$ cat config.mk
export PLATFORM = sky130hd
export DESIGN_NAME = pmc_regs
export DESIGN_NICKNAME = d
export VERILOG_FILES = /design/src/logic/pmc_pkg.sv /design/src/logic/pmc_regs.sv /design/src/logic/pmc_sync.sv /design/src/logic/pmc_preamble.sv
export VERILOG_INCLUDE_DIRS = /design/src /design/src/logic
export SDC_FILE = /design/constraint.sdc
export NUM_CORES = 1
export LEC_CHECK = 0
export BUFFER_PORTS_ARGS = -buffer_cell sky130_fd_sc_hd__buf_2
export CORE_MARGIN = 5
export CORE_UTILIZATION = 55
export CTS_BUF_LIST = sky130_fd_sc_hd__clkbuf_8 sky130_fd_sc_hd__clkbuf_16
export CTS_CLUSTER_DIAMETER = 120
export DETAILED_ROUTE_END_ITERATION = 16
export HOLD_SLACK_MARGIN = 0.06
export PLACE_DENSITY = 0.75
export SLEW_MARGIN = 20
export SYNTH_ARGS = -nofsm -noshare
export SYNTH_HDL_FRONTEND = slang
export SYNTH_SLANG_ARGS = --single-unit
$ cat constraint.sdc
create_clock -name clk_i -period 3.4 [get_ports clk_i]
set_input_delay 0 -clock clk_i [delete_from_list [all_inputs] [get_ports clk_i]]
set_output_delay 0 -clock clk_i [all_outputs]
set_load 0.01 [all_outputs]
$ cat src/logic/pmc_defs.svh
// constants for the phy mode control and interrupt register subset
`ifndef PMC_DEFS_SVH
`define PMC_DEFS_SVH

// ==========================================================================
// register offsets
`define PMC_REG_STRAP      5'h17
`define PMC_REG_XCTRL      5'h18
`define PMC_REG_INT        5'h1b

// ==========================================================================
// field positions
`define PMC_BIT_PWRDN_DIS  11
`define PMC_BIT_LAT_RAND   10
`define PMC_BIT_PRE_REST   6
`define PMC_BIT_NAND       5
`define PMC_BIT_RMII       1
`define PMC_BIT_MII        0

// ==========================================================================
// reset values
`define PMC_XCTRL_RST      16'h0801
`define PMC_INT_EN_RST     8'h00
`define PMC_INT_ST_RST     8'h00

// ==========================================================================
// management frame and timing counts
`define PMC_OP_RD          2'h2
`define PMC_OP_WR          2'h1
`define PMC_HDR_LAST       4'hb
`define PMC_TA_LAST        4'h1
`define PMC_DATA_LAST      4'hf
`define PMC_STRAP_WAIT     2'h2
`define PMC_PRE_NIBBLES    4'he

`endif

$ cat src/logic/pmc_pkg.sv
// types for the phy mode control and interrupt register subset
package pmc_pkg;

    typedef enum logic [2:0] {
        pmc_idle  = 3'h0,
        pmc_start = 3'h1,
        pmc_hdr   = 3'h3,
        pmc_ta    = 3'h2,
        pmc_data  = 3'h6
    } pmc_mdio_st_t;

    typedef struct packed {
        logic         dv_prev;
        logic         dropping;
        logic [3:0]   cnt;
        logic         dv;
        logic [3:0]   rxd;
    } pmc_pre_t;

endpackage

$ cat src/logic/pmc_regs.sv
// management-interface register subset: straps, expanded control, interrupts
//
// Operation
// bit 17.5 reads 1 when strapped into NAND tree test mode
// reduced-pin variant: bit 17.1 reads 1 when strapped for RMII
// full-MII variant: bit 17.0 reads 1 when strapped for MII
// bit 18.11 disables energy-detect power-down when 1; resets to 1
// full-MII variant: bit 18.10 selects random receive latency; resets 0
// 100BASE-TX receive path forwards every preamble byte
// bit 18.6 set restores received 10BASE-T preamble; resets 0
// bit 18.6 clear strips seven preamble bytes, frame starts at SFD
// bit 1B.15 enables jabber interrupt; resets 0
// bit 1B.14 enables receive error interrupt; resets 0
// bit 1B.13 enables page received interrupt; resets 0
// bit 1B.12 enables parallel detect fault interrupt; resets 0
// bit 1B.11 enables link partner acknowledge interrupt; resets 0
// bit 1B.10 enables link-down interrupt; resets 0
// bit 1B.9 enables remote fault interrupt; resets 0
// bit 1B.8 enables link-up interrupt; resets 0
// low-byte status bits set on event, clear when register is read
// interrupt asserted while any enabled status bit is set
// straps sampled after reset, held until next reset, writes ignored
`timescale 1ns/1ps
`include "pmc_defs.svh"
module pmc_regs #(
    parameter logic       MII_VARIANT = 1'b1,
    parameter logic [4:0] PHY_ADDR    = 5'h01
) (
    input  wire logic       clk_i,
    input  wire logic       rst_n_i,
    input  wire logic       mdc_i,
    input  wire logic       mdio_i,
    output logic            mdio_o,
    output logic            mdio_oe_o,
    input  wire logic       strap_nand_i,
    input  wire logic       strap_rmii_i,
    input  wire logic       strap_mii_i,
    input  wire logic [7:0] evt_i,
    input  wire logic       rx_mode10_i,
    input  wire logic       rx_dv_i,
    input  wire logic [3:0] rxd_i,
    output logic            rx_dv_o,
    output logic      [3:0] rxd_o,
    output logic            intr_o,
    output logic            energy_detect_powerdown_en_o,
    output logic            rx_latency_random_o
);

    // ======================================================================
    // state
    typedef struct packed {
        logic                  mdc_prev;
        pmc_pkg::pmc_mdio_st_t st;
        logic                  pre_ok;
        logic [3:0]            cnt;
        logic                  is_rd;
        logic [15:0]           shreg;
        logic                  mdio;
        logic                  mdio_oe;
        logic                  wr_stb;
        logic [4:0]            wr_addr;
        logic [15:0]           wr_data;
        logic [15:0]           xctrl;
        logic [7:0]            int_en;
        logic [7:0]            int_st;
        logic [2:0]            strap;
        logic [1:0]            strap_cnt;
        logic                  strap_done;
        logic                  intr;
        logic                  pwrdn_en;
        logic                  lat_rand;
    } pmc_regs_t;

    localparam pmc_regs_t RST_VAL = '{
        mdc_prev:   1'b0,
        st:         pmc_pkg::pmc_idle,
        pre_ok:     1'b0,
        cnt:        4'h0,
        is_rd:      1'b0,
        shreg:      16'h0000,
        mdio:       1'b0,
        mdio_oe:    1'b0,
        wr_stb:     1'b0,
        wr_addr:    5'h00,
        wr_data:    16'h0000,
        xctrl:      `PMC_XCTRL_RST,
        int_en:     `PMC_INT_EN_RST,
        int_st:     `PMC_INT_ST_RST,
        strap:      3'h0,
        strap_cnt:  2'h0,
        strap_done: 1'b0,
        intr:       1'b0,
        pwrdn_en:   1'b0,
        lat_rand:   1'b0
    };

    pmc_regs_t  q_reg;
    pmc_regs_t  q_next;
    logic [4:0] sync_q;
    logic       mdc_s;
    logic       mdio_s;
    logic       mdc_rise;
    logic       rd_clr;
    logic [1:0] hdr_op;
    logic [4:0] hdr_phy;
    logic [4:0] hdr_reg;
    logic [15:0] hdr_bits;

    // ======================================================================
    // pin synchronisers
    pmc_sync #(
        .W (5)
    ) u_sync (
        .clk_i   (clk_i),
        .rst_n_i (rst_n_i),
        .d_i     ({strap_nand_i, strap_rmii_i, strap_mii_i, mdio_i, mdc_i}),
        .q_o     (sync_q)
    );

    assign mdc_s  = sync_q[0];
    assign mdio_s = sync_q[1];

    // ======================================================================
    // read decode
    function automatic logic [15:0] rd_data(
        input logic [4:0]  addr,
        input logic [2:0]  strap,
        input logic [15:0] xctrl,
        input logic [7:0]  int_en,
        input logic [7:0]  int_st
    );
        logic [15:0] d;
        d = 16'h0000;
        if (addr == `PMC_REG_STRAP) begin
            d[`PMC_BIT_NAND] = strap[2];
            d[`PMC_BIT_RMII] = strap[1] && !MII_VARIANT;
            d[`PMC_BIT_MII]  = strap[0] && MII_VARIANT;
        end else if (addr == `PMC_REG_XCTRL) begin
            d = xctrl;
        end else if (addr == `PMC_REG_INT) begin
            d = {int_en, int_st};
        end
        return d;
    endfunction

    // ======================================================================
    // next state
    always_comb begin
        q_next          = q_reg;
        mdc_rise        = mdc_s && !q_reg.mdc_prev;
        q_next.mdc_prev = mdc_s;
        q_next.wr_stb   = 1'b0;
        rd_clr          = 1'b0;
        hdr_bits        = {q_reg.shreg[14:0], mdio_s};
        hdr_op          = hdr_bits[11:10];
        hdr_phy         = hdr_bits[9:5];
        hdr_reg         = hdr_bits[4:0];

        // management frame engine
        if (mdc_rise) begin
            case (q_reg.st)
                pmc_pkg::pmc_idle: begin
                    q_next.mdio_oe = 1'b0;
                    q_next.pre_ok  = mdio_s;
                    if (!mdio_s && q_reg.pre_ok) begin
                        q_next.st = pmc_pkg::pmc_start;
                    end
                end
                pmc_pkg::pmc_start: begin
                    q_next.cnt   = 4'h0;
                    q_next.shreg = 16'h0000;
                    q_next.st    = mdio_s ? pmc_pkg::pmc_hdr : pmc_pkg::pmc_idle;
                end
                pmc_pkg::pmc_hdr: begin
                    q_next.shreg = hdr_bits;
                    q_next.cnt   = q_reg.cnt + 4'h1;
                    if (q_reg.cnt == `PMC_HDR_LAST) begin
                        q_next.cnt    = 4'h0;
                        q_next.is_rd  = (hdr_op == `PMC_OP_RD);
                        q_next.wr_addr = hdr_reg;
                        if (hdr_phy != PHY_ADDR || (hdr_op != `PMC_OP_RD
                                && hdr_op != `PMC_OP_WR)) begin
                            q_next.st     = pmc_pkg::pmc_idle;
                            q_next.pre_ok = 1'b0;
                        end else begin
                            q_next.st = pmc_pkg::pmc_ta;
                            if (hdr_op == `PMC_OP_RD) begin
                                q_next.shreg = rd_data(hdr_reg, q_reg.strap, q_reg.xctrl,
                                                       q_reg.int_en, q_reg.int_st);
                                rd_clr       = (hdr_reg == `PMC_REG_INT);
                            end
                        end
                    end
                end
                pmc_pkg::pmc_ta: begin
                    q_next.cnt = q_reg.cnt + 4'h1;
                    if (q_reg.is_rd) begin
                        q_next.mdio_oe = 1'b1;
                        q_next.mdio    = 1'b0;
                    end
                    if (q_reg.cnt == `PMC_TA_LAST) begin
                        q_next.cnt = 4'h0;
                        q_next.st  = pmc_pkg::pmc_data;
                        if (q_reg.is_rd) begin
                            q_next.mdio = q_reg.shreg[15];
                        end
                    end
                end
                pmc_pkg::pmc_data: begin
                    if (q_reg.cnt == `PMC_DATA_LAST) begin
                        q_next.st      = pmc_pkg::pmc_idle;
                        q_next.pre_ok  = 1'b0;
                        q_next.mdio_oe = 1'b0;
                        q_next.mdio    = 1'b0;
                        q_next.cnt     = 4'h0;
                        if (!q_reg.is_rd) begin
                            q_next.wr_stb  = 1'b1;
                            q_next.wr_data = hdr_bits;
                        end
                    end else begin
                        q_next.cnt = q_reg.cnt + 4'h1;
                        if (q_reg.is_rd) begin
                            q_next.shreg = {q_reg.shreg[14:0], 1'b0};
                            q_next.mdio  = q_reg.shreg[14];
                        end else begin
                            q_next.shreg = hdr_bits;
                        end
                    end
                end
                default: begin
                    q_next.st      = pmc_pkg::pmc_idle;
                    q_next.mdio_oe = 1'b0;
                end
            endcase
        end

        // register writes, one cycle after the last data bit
        if (q_reg.wr_stb) begin
            if (q_reg.wr_addr == `PMC_REG_XCTRL) begin
                q_next.xctrl = q_reg.wr_data;
            end else if (q_reg.wr_addr == `PMC_REG_INT) begin
                q_next.int_en = q_reg.wr_data[15:8];
            end
        end

        // status bits: event wins over read clear
        q_next.int_st = (q_reg.int_st & ~{8{rd_clr}}) | evt_i;

        // strap capture once the synchronisers hold pin levels
        if (!q_reg.strap_done) begin
            if (q_reg.strap_cnt == `PMC_STRAP_WAIT) begin
                q_next.strap      = sync_q[4:2];
                q_next.strap_done = 1'b1;
            end else begin
                q_next.strap_cnt = q_reg.strap_cnt + 2'h1;
            end
        end

        // registered outputs
        q_next.intr     = |(q_next.int_st & q_next.int_en);
        q_next.pwrdn_en = !q_next.xctrl[`PMC_BIT_PWRDN_DIS];
        q_next.lat_rand = MII_VARIANT && q_next.xctrl[`PMC_BIT_LAT_RAND];
    end

    always_ff @(posedge clk_i or negedge rst_n_i) begin
        if (!rst_n_i) begin
            q_reg <= RST_VAL;
        end else begin
            q_reg <= q_next;
        end
    end

    assign mdio_o                       = q_reg.mdio;
    assign mdio_oe_o                    = q_reg.mdio_oe;
    assign intr_o                       = q_reg.intr;
    assign energy_detect_powerdown_en_o = q_reg.pwrdn_en;
    assign rx_latency_random_o          = q_reg.lat_rand;

    // ======================================================================
    // receive preamble handling
    pmc_preamble u_pre (
        .clk_i     (clk_i),
        .rst_n_i   (rst_n_i),
        .mode10_i  (rx_mode10_i),
        .restore_i (q_reg.xctrl[`PMC_BIT_PRE_REST]),
        .rx_dv_i   (rx_dv_i),
        .rxd_i     (rxd_i),
        .rx_dv_o   (rx_dv_o),
        .rxd_o     (rxd_o)
    );
endmodule

$ cat src/logic/pmc_sync.sv
// two flip-flop synchroniser for pin inputs
`timescale 1ns/1ps
module pmc_sync #(
    parameter int W = 5
) (
    input  wire logic         clk_i,
    input  wire logic         rst_n_i,
    input  wire logic [W-1:0] d_i,
    output logic      [W-1:0] q_o
);

    typedef struct packed {
        logic [W-1:0] s1;
        logic [W-1:0] s2;
    } pmc_sync_t;

    pmc_sync_t q_reg;
    pmc_sync_t q_next;

    always_comb begin
        q_next    = q_reg;
        q_next.s1 = d_i;
        q_next.s2 = q_reg.s1;
    end

    always_ff @(posedge clk_i or negedge rst_n_i) begin
        if (!rst_n_i) begin
            q_reg <= '0;
        end else begin
            q_reg <= q_next;
        end
    end

    assign q_o = q_reg.s2;

endmodule

$ cat src/logic/pmc_preamble.sv
// receive preamble strip and restore stage
`timescale 1ns/1ps
`include "pmc_defs.svh"
module pmc_preamble (
    input  wire logic       clk_i,
    input  wire logic       rst_n_i,
    input  wire logic       mode10_i,
    input  wire logic       restore_i,
    input  wire logic       rx_dv_i,
    input  wire logic [3:0] rxd_i,
    output logic            rx_dv_o,
    output logic      [3:0] rxd_o
);

    pmc_pkg::pmc_pre_t q_reg;
    pmc_pkg::pmc_pre_t q_next;
    logic              start;
    logic              strip;
    logic              drop;

    always_comb begin
        q_next         = q_reg;
        start          = rx_dv_i && !q_reg.dv_prev;
        strip          = mode10_i && !restore_i;
        drop           = start ? strip : q_reg.dropping;
        q_next.dv_prev = rx_dv_i;
        if (start) begin
            q_next.dropping = strip;
            q_next.cnt      = 4'h1;
        end else if (q_reg.dropping) begin
            q_next.cnt      = q_reg.cnt + 4'h1;
            q_next.dropping = (q_reg.cnt + 4'h1) != `PMC_PRE_NIBBLES;
        end
        if (!rx_dv_i) begin
            q_next.dropping = 1'b0;
        end
        q_next.dv  = rx_dv_i && !drop;
        q_next.rxd = (rx_dv_i && !drop) ? rxd_i : 4'h0;
    end

    always_ff @(posedge clk_i or negedge rst_n_i) begin
        if (!rst_n_i) begin
            q_reg <= '0;
        end else begin
            q_reg <= q_next;
        end
    end

    assign rx_dv_o = q_reg.dv;
    assign rxd_o   = q_reg.rxd;
endmodule

== Word level (Yosys, flattened, before mapping) ==
Index checks and enable logic that the tools add are counted.
Widths: inputs -> output; s select.

* Register bits: 112
* Bits of input ports: 21
* Output and inout bits: 10

* $add $sub $neg: 3
* Eq/ne operators: 26
* Mux-type cells: 55
* Bitwise operators: 8
* Reductions and logical operators: 32

{| class="wikitable"
|+ Operators by type and width
! operator !! count
|-
| $mux 16 || 8
|-
| $pmux 16 s3 || 1
|-
| $eq 5x5->1 const B || 5
|-
| $mux 25 || 1
|-
| $mux 22 || 1
|-
| $mux 20 || 1
|-
| $mux 5 || 4
|-
| $mux 1 || 18
|-
| $and 8x8->8 || 2
|-
| $mux 4 || 4
|-
| $mux 8 || 2
|-
| $ne 2x2->1 const B || 8
|-
| $pmux 4 s4 || 1
|-
| $pmux 3 s5 || 1
|-
| $mux 12 || 1
|-
| $mux 10 || 1
|-
| $mux 2 || 5
|-
| $reduce_and 5->1 || 2
|-
| $mux 3 || 3
|-
| $reduce_and 3->1 || 3
|-
| $add 4x1->4 const B || 2
|-
| $eq 4x4->1 const B || 2
|-
| $not 8->8 || 1
|-
| $or 8x8->8 || 1
|-
| other kinds (24) || 46
|}

== Logic depth before layout (Yosys ltp) ==
* Depth in word-level cells: 12
* Gate-level depth with buffers: 8
* Mapped depth without buffers: 7

== Modules after synthesis ==
A second synthesis with hierarchy kept.

* Cells, all modules: 423
* Area total of the unflattened synthesis: 4898.4 um^2

{| class="wikitable"
|+ By module, submodules not included
! module !! times used !! cells each !! area an instance (um^2) !! seq. area each (um^2)
|-
| pmc_regs || 1 || 368 || 4136.5 || 2229.6
|-
| pmc_preamble || 1 || 45 || 511.7 || 275.3
|-
| pmc_sync || 1 || 10 || 250.2 || 250.2
|}

== Worst setup path before layout ==
OpenSTA, ideal clock, no wires.

* Path type: register -> register
* Start point: register q_reg, in the netlist hdr_bits[10]
* End point: register q_reg, in the netlist intr_o
* Arrival: 1.985 ns
* Data required time: 3.257 ns
* Path slack: 1.272 ns
* Cell stages (with the launch flop): 8
* Buffers on the path: 0
* Period minus slack after synthesis: 2.128 ns
* Path through: dfrtp_1 -> inv_1 -> ha_1 -> or2_2 -> nor4_4 -> a31oi_2 -> a2111oi_2 -> nand4_1

{| class="wikitable"
|+ RTL lines
! what !! line !! text
|-
| start, declared || pmc_regs.sv:97 || <nowiki>pmc_regs_t q_reg;</nowiki>
|-
| start signal, assigned || pmc_regs.sv:269 || <nowiki>q_reg <= q_next;</nowiki>
|}

==> results.sh <==
export IMPL_status="finished clean"
export IMPL_power_density_nw_per_um2=521
export IMPL_routedWlPerCell_um=17.9
export IMPL_worstPathArrival_ns=2.79
export IMPL_hp_start="strap_nand_i"
export IMPL_grt_pass1_vias=3508
export IMPL_drive_gt1_share_pct=23.8
export IMPL_clock_fmax_ghz=0.393
export IMPL_h_tree_depth=3
export IMPL_fin_skew_ns=0.0132
export IMPL_synth_most_common_cell="dfrtp_1"
export IMPL_finalHoldViolations=0
export IMPL_swShare_pct=34.3
export IMPL_tightest_slew_ns=0.865
export IMPL_synth_top_cell_area_share_pct=53.7
export IMPL_critPathLaunchType="flop"
export IMPL_slowest_stage="nor4_4"
export IMPL_clkTransAtPathRegs_ns=0.11
export IMPL_core_um2=8720
export IMPL_drc=0
export IMPL_initial_utilization_pct=56.6
export IMPL_grt_pass1_wl_mm=17.8
export IMPL_firstDrtPassIters=5
export IMPL_final_min_clock_period_ns=2.54
export IMPL_cts_buffers=9
export IMPL_hold_path_end="u_sync.q_next[4]$_DFF_PN0_"
export IMPL_report_final_slew_viol_count=0
export IMPL_synth_seq_area_share_pct=54.8
export IMPL_io_pins=31
export IMPL_drtIter0Drc=183
export IMPL_viasPerCell=6.07
export IMPL_critical_path_class="reg -> reg"
export IMPL_gp_congestion=0.868
export IMPL_antenna_left=0
export IMPL_whs_path_depth=2
export IMPL_cap_viol_max_count=0
export IMPL_ys_types=61
export IMPL_clockPowerShare_pct=25.7
export IMPL_synth_edf_count=0
export IMPL_syn_nets=456
export IMPL_reg2reg_slack_ns=0.86
export IMPL_fp_dieW_um=105
export IMPL_seq_power_share_pct=53.5
export IMPL_max_stage_delay_ns=0.62
export IMPL_cp_max_fo=9
export IMPL_cts_sinks=108
export IMPL_r2r_cells=6
export IMPL_worstPathCellList="ha_1, nand4b_1, nor4_4, a31oi_2, a2111oi_2, nand4_1"
export IMPL_ir_drop_mv=0.254
export IMPL_overflow=0
export IMPL_grt_start_max_net_pins=70
export IMPL_r2r_end="intr_o$_DFF_PN0_"
export IMPL_die_area_um2=11000
export IMPL_row_count=34
export IMPL_num_antenna_cells=0
export IMPL_synth_top_area_cell="dfrtp_1"
export IMPL_synthArstFlopShare_pct=100
export IMPL_required_ns=3.65
export IMPL_wirelength_mm=10.4
export IMPL_area_growth_pct=11.8
export IMPL_dpl_hpwl_mm=7.15
export IMPL_root_buffer="clkbuf_8"
export IMPL_via_count=3530
export IMPL_yosysWarningCount=0
export IMPL_ys_top_cells_by_area="dfrtp_1, mux2_2, a22o_1"
export IMPL_hold_class="in -> reg"
export IMPL_fin_hold_ws_ns=0.242
export IMPL_synth_commonest_cells="dfrtp_1, mux2_2, nand2_1"
export IMPL_fin_tns_setup_ns=0
export IMPL_syn_instance_count=429
export IMPL_pwr_share_comb_pct=20.8
export IMPL_largest_reg_flops=70
export IMPL_num_nets_final=496
export IMPL_antenna_found_initial=0
export IMPL_p_leak_uw=0.00255
export IMPL_cts_tree="done"
export IMPL_intPower_uw=1890
export IMPL_die_y_um=105
export IMPL_insertion_delay_ns=0.38
export IMPL_period_share_pct=74.8
export IMPL_gr_usage_all_layers_pct=20.0
export IMPL_power_switching_uw=987
export IMPL_synthesis_area_um2=4940
export IMPL_r2r_start="q_reg[82]$_DFFE_PN0P_"
export IMPL_synth_seq_cells=108
export IMPL_maxSlewHeadroom_pct=42.3
export IMPL_avgSynthCellArea_um2=11.5
export IMPL_io_buffers=29
export IMPL_power_uw=2880
export IMPL_clockBufferDepth=2
export IMPL_cp_end_kind="flop"
export IMPL_synthFlopType="dfrtp_1"
export IMPL_post_cts_resized=0
export IMPL_finalSetupViolCount=0
export IMPL_rsz0062_at_grt="no"
[critical path: cells and delay by family, from the launching register on]
family,cells,cell delay [ns]
adders and majority gates,1,0.30
AOI/OAI and AO/OA,2,0.62
and+or+nand+nor,3,1.08
DFF,1,0.42
[per-stage QoR]
stage	util, %	instances	area, um^2	setup WS, ns
after floorplan	-	429	4940	1.27
after global placement	59.0	547	5150	0.947
after detailed placement	59.0	547	5150	0.934
after CTS	63.3	582	5520	0.904
after global routing	63.3	582	5520	0.675
final	63.3	582	5520	0.858
[cell type report]
| cell class | count | area, um^2 |
|---|---|---|
| Fill cell | 680 | 3200 |
| Sequential cell | 108 | 2710 |
| Multi-Input combinational cell | 285 | 2070 |
| Timing Repair Buffer | 54 | 383 |
| Tap cell | 108 | 135 |
| Clock buffer | 9 | 124 |
| Clock inverter | 7 | 60.1 |
| Inverter | 11 | 41.3 |
[worst max-delay path by stage]
stage,slack (ns),cells after the start,endpoint,from
2_1_floorplan,1.27,7,intr_o$_DFF_PN0_,hdr_bits[10]$_DFFE_PN0P_
3_3_place_gp,0.95,6,intr_o$_DFF_PN0_,q_reg[82]$_DFFE_PN0P_
3_5_place_dp,0.93,6,intr_o$_DFF_PN0_,q_reg[82]$_DFFE_PN0P_
4_1_cts,0.90,6,hdr_bits[15]$_DFFE_PN0P_,q_reg[82]$_DFFE_PN0P_
5_1_grt,0.67,6,intr_o$_DFF_PN0_,q_reg[82]$_DFFE_PN0P_
6_report,0.86,6,intr_o$_DFF_PN0_,q_reg[82]$_DFFE_PN0P_
[cell usage in the layout (no fill, tap or decap), types with 3 or more instances in the layout]
master,count
buf_4,7
mux2_2,47
o21ai_1,10
mux2i_1,3
nor4_1,4
and2_1,6
xor2_1,3
or2_2,3
a21o_1,4
nand4_1,4
o22ai_1,5
nand4b_1,4
o21ai_0,18
nor2b_1,6
a22o_1,15
nand2_1,35
and3_1,5
inv_6,4
nand2b_1,6
a21oi_1,11
clkbuf_8,9
inv_1,12
nor2_1,24
nand3_1,8
buf_2,28
o21a_1,3
dlygate4sd3_1,19
dfrtp_1,106
ha_1,6
a221oi_1,5
a22oi_1,14
[routing by layer]
metal | part of all wire (%) | wire length, um | up-vias | GRT usage [%]
met5 | 0 | 0 | - | 0
met4 | 1.2 | 124 | 0 | 5.94
met3 | 5.0 | 517 | 15 | 3.82
met2 | 50 | 5230 | 99 | 33.4
met1 | 44 | 4530 | 1771 | 26.7
li1 | - | - | 1645 | -
[kinds of logic after synthesis]
group | after synthesis | share of synthesized area [%]
buffers and inverters | 36 | 3.29
AO/OA/AOI/OAI | 102 | 14.6
AND/OR/NAND/NOR | 122 | 13.6
adder cells (fa/ha/maj) | 6 | 1.52
multiplexers | 50 | 11.3
XOR/XNOR | 5 | 0.887
flip-flops | 108 | 54.8
[repair_timing]
action	4_1_cts	5_1_grt
hold endpoints to repair	88	0
buffers inserted	0	0
hold buffers	19	0
[power by group through the flow]
stage / clock network (uW) / registers [uW] / logic, uW
after floorplan: 0 / 1470 / 492
after global placement: 0 / 1550 / 566
after detailed placement: 0 / 1560 / 581
after CTS: 754 / 1530 / 599
after global routing: 814 / 1560 / 671
final: 738 / 1540 / 599
No activity file was read; power rests on OpenSTA's default activity.
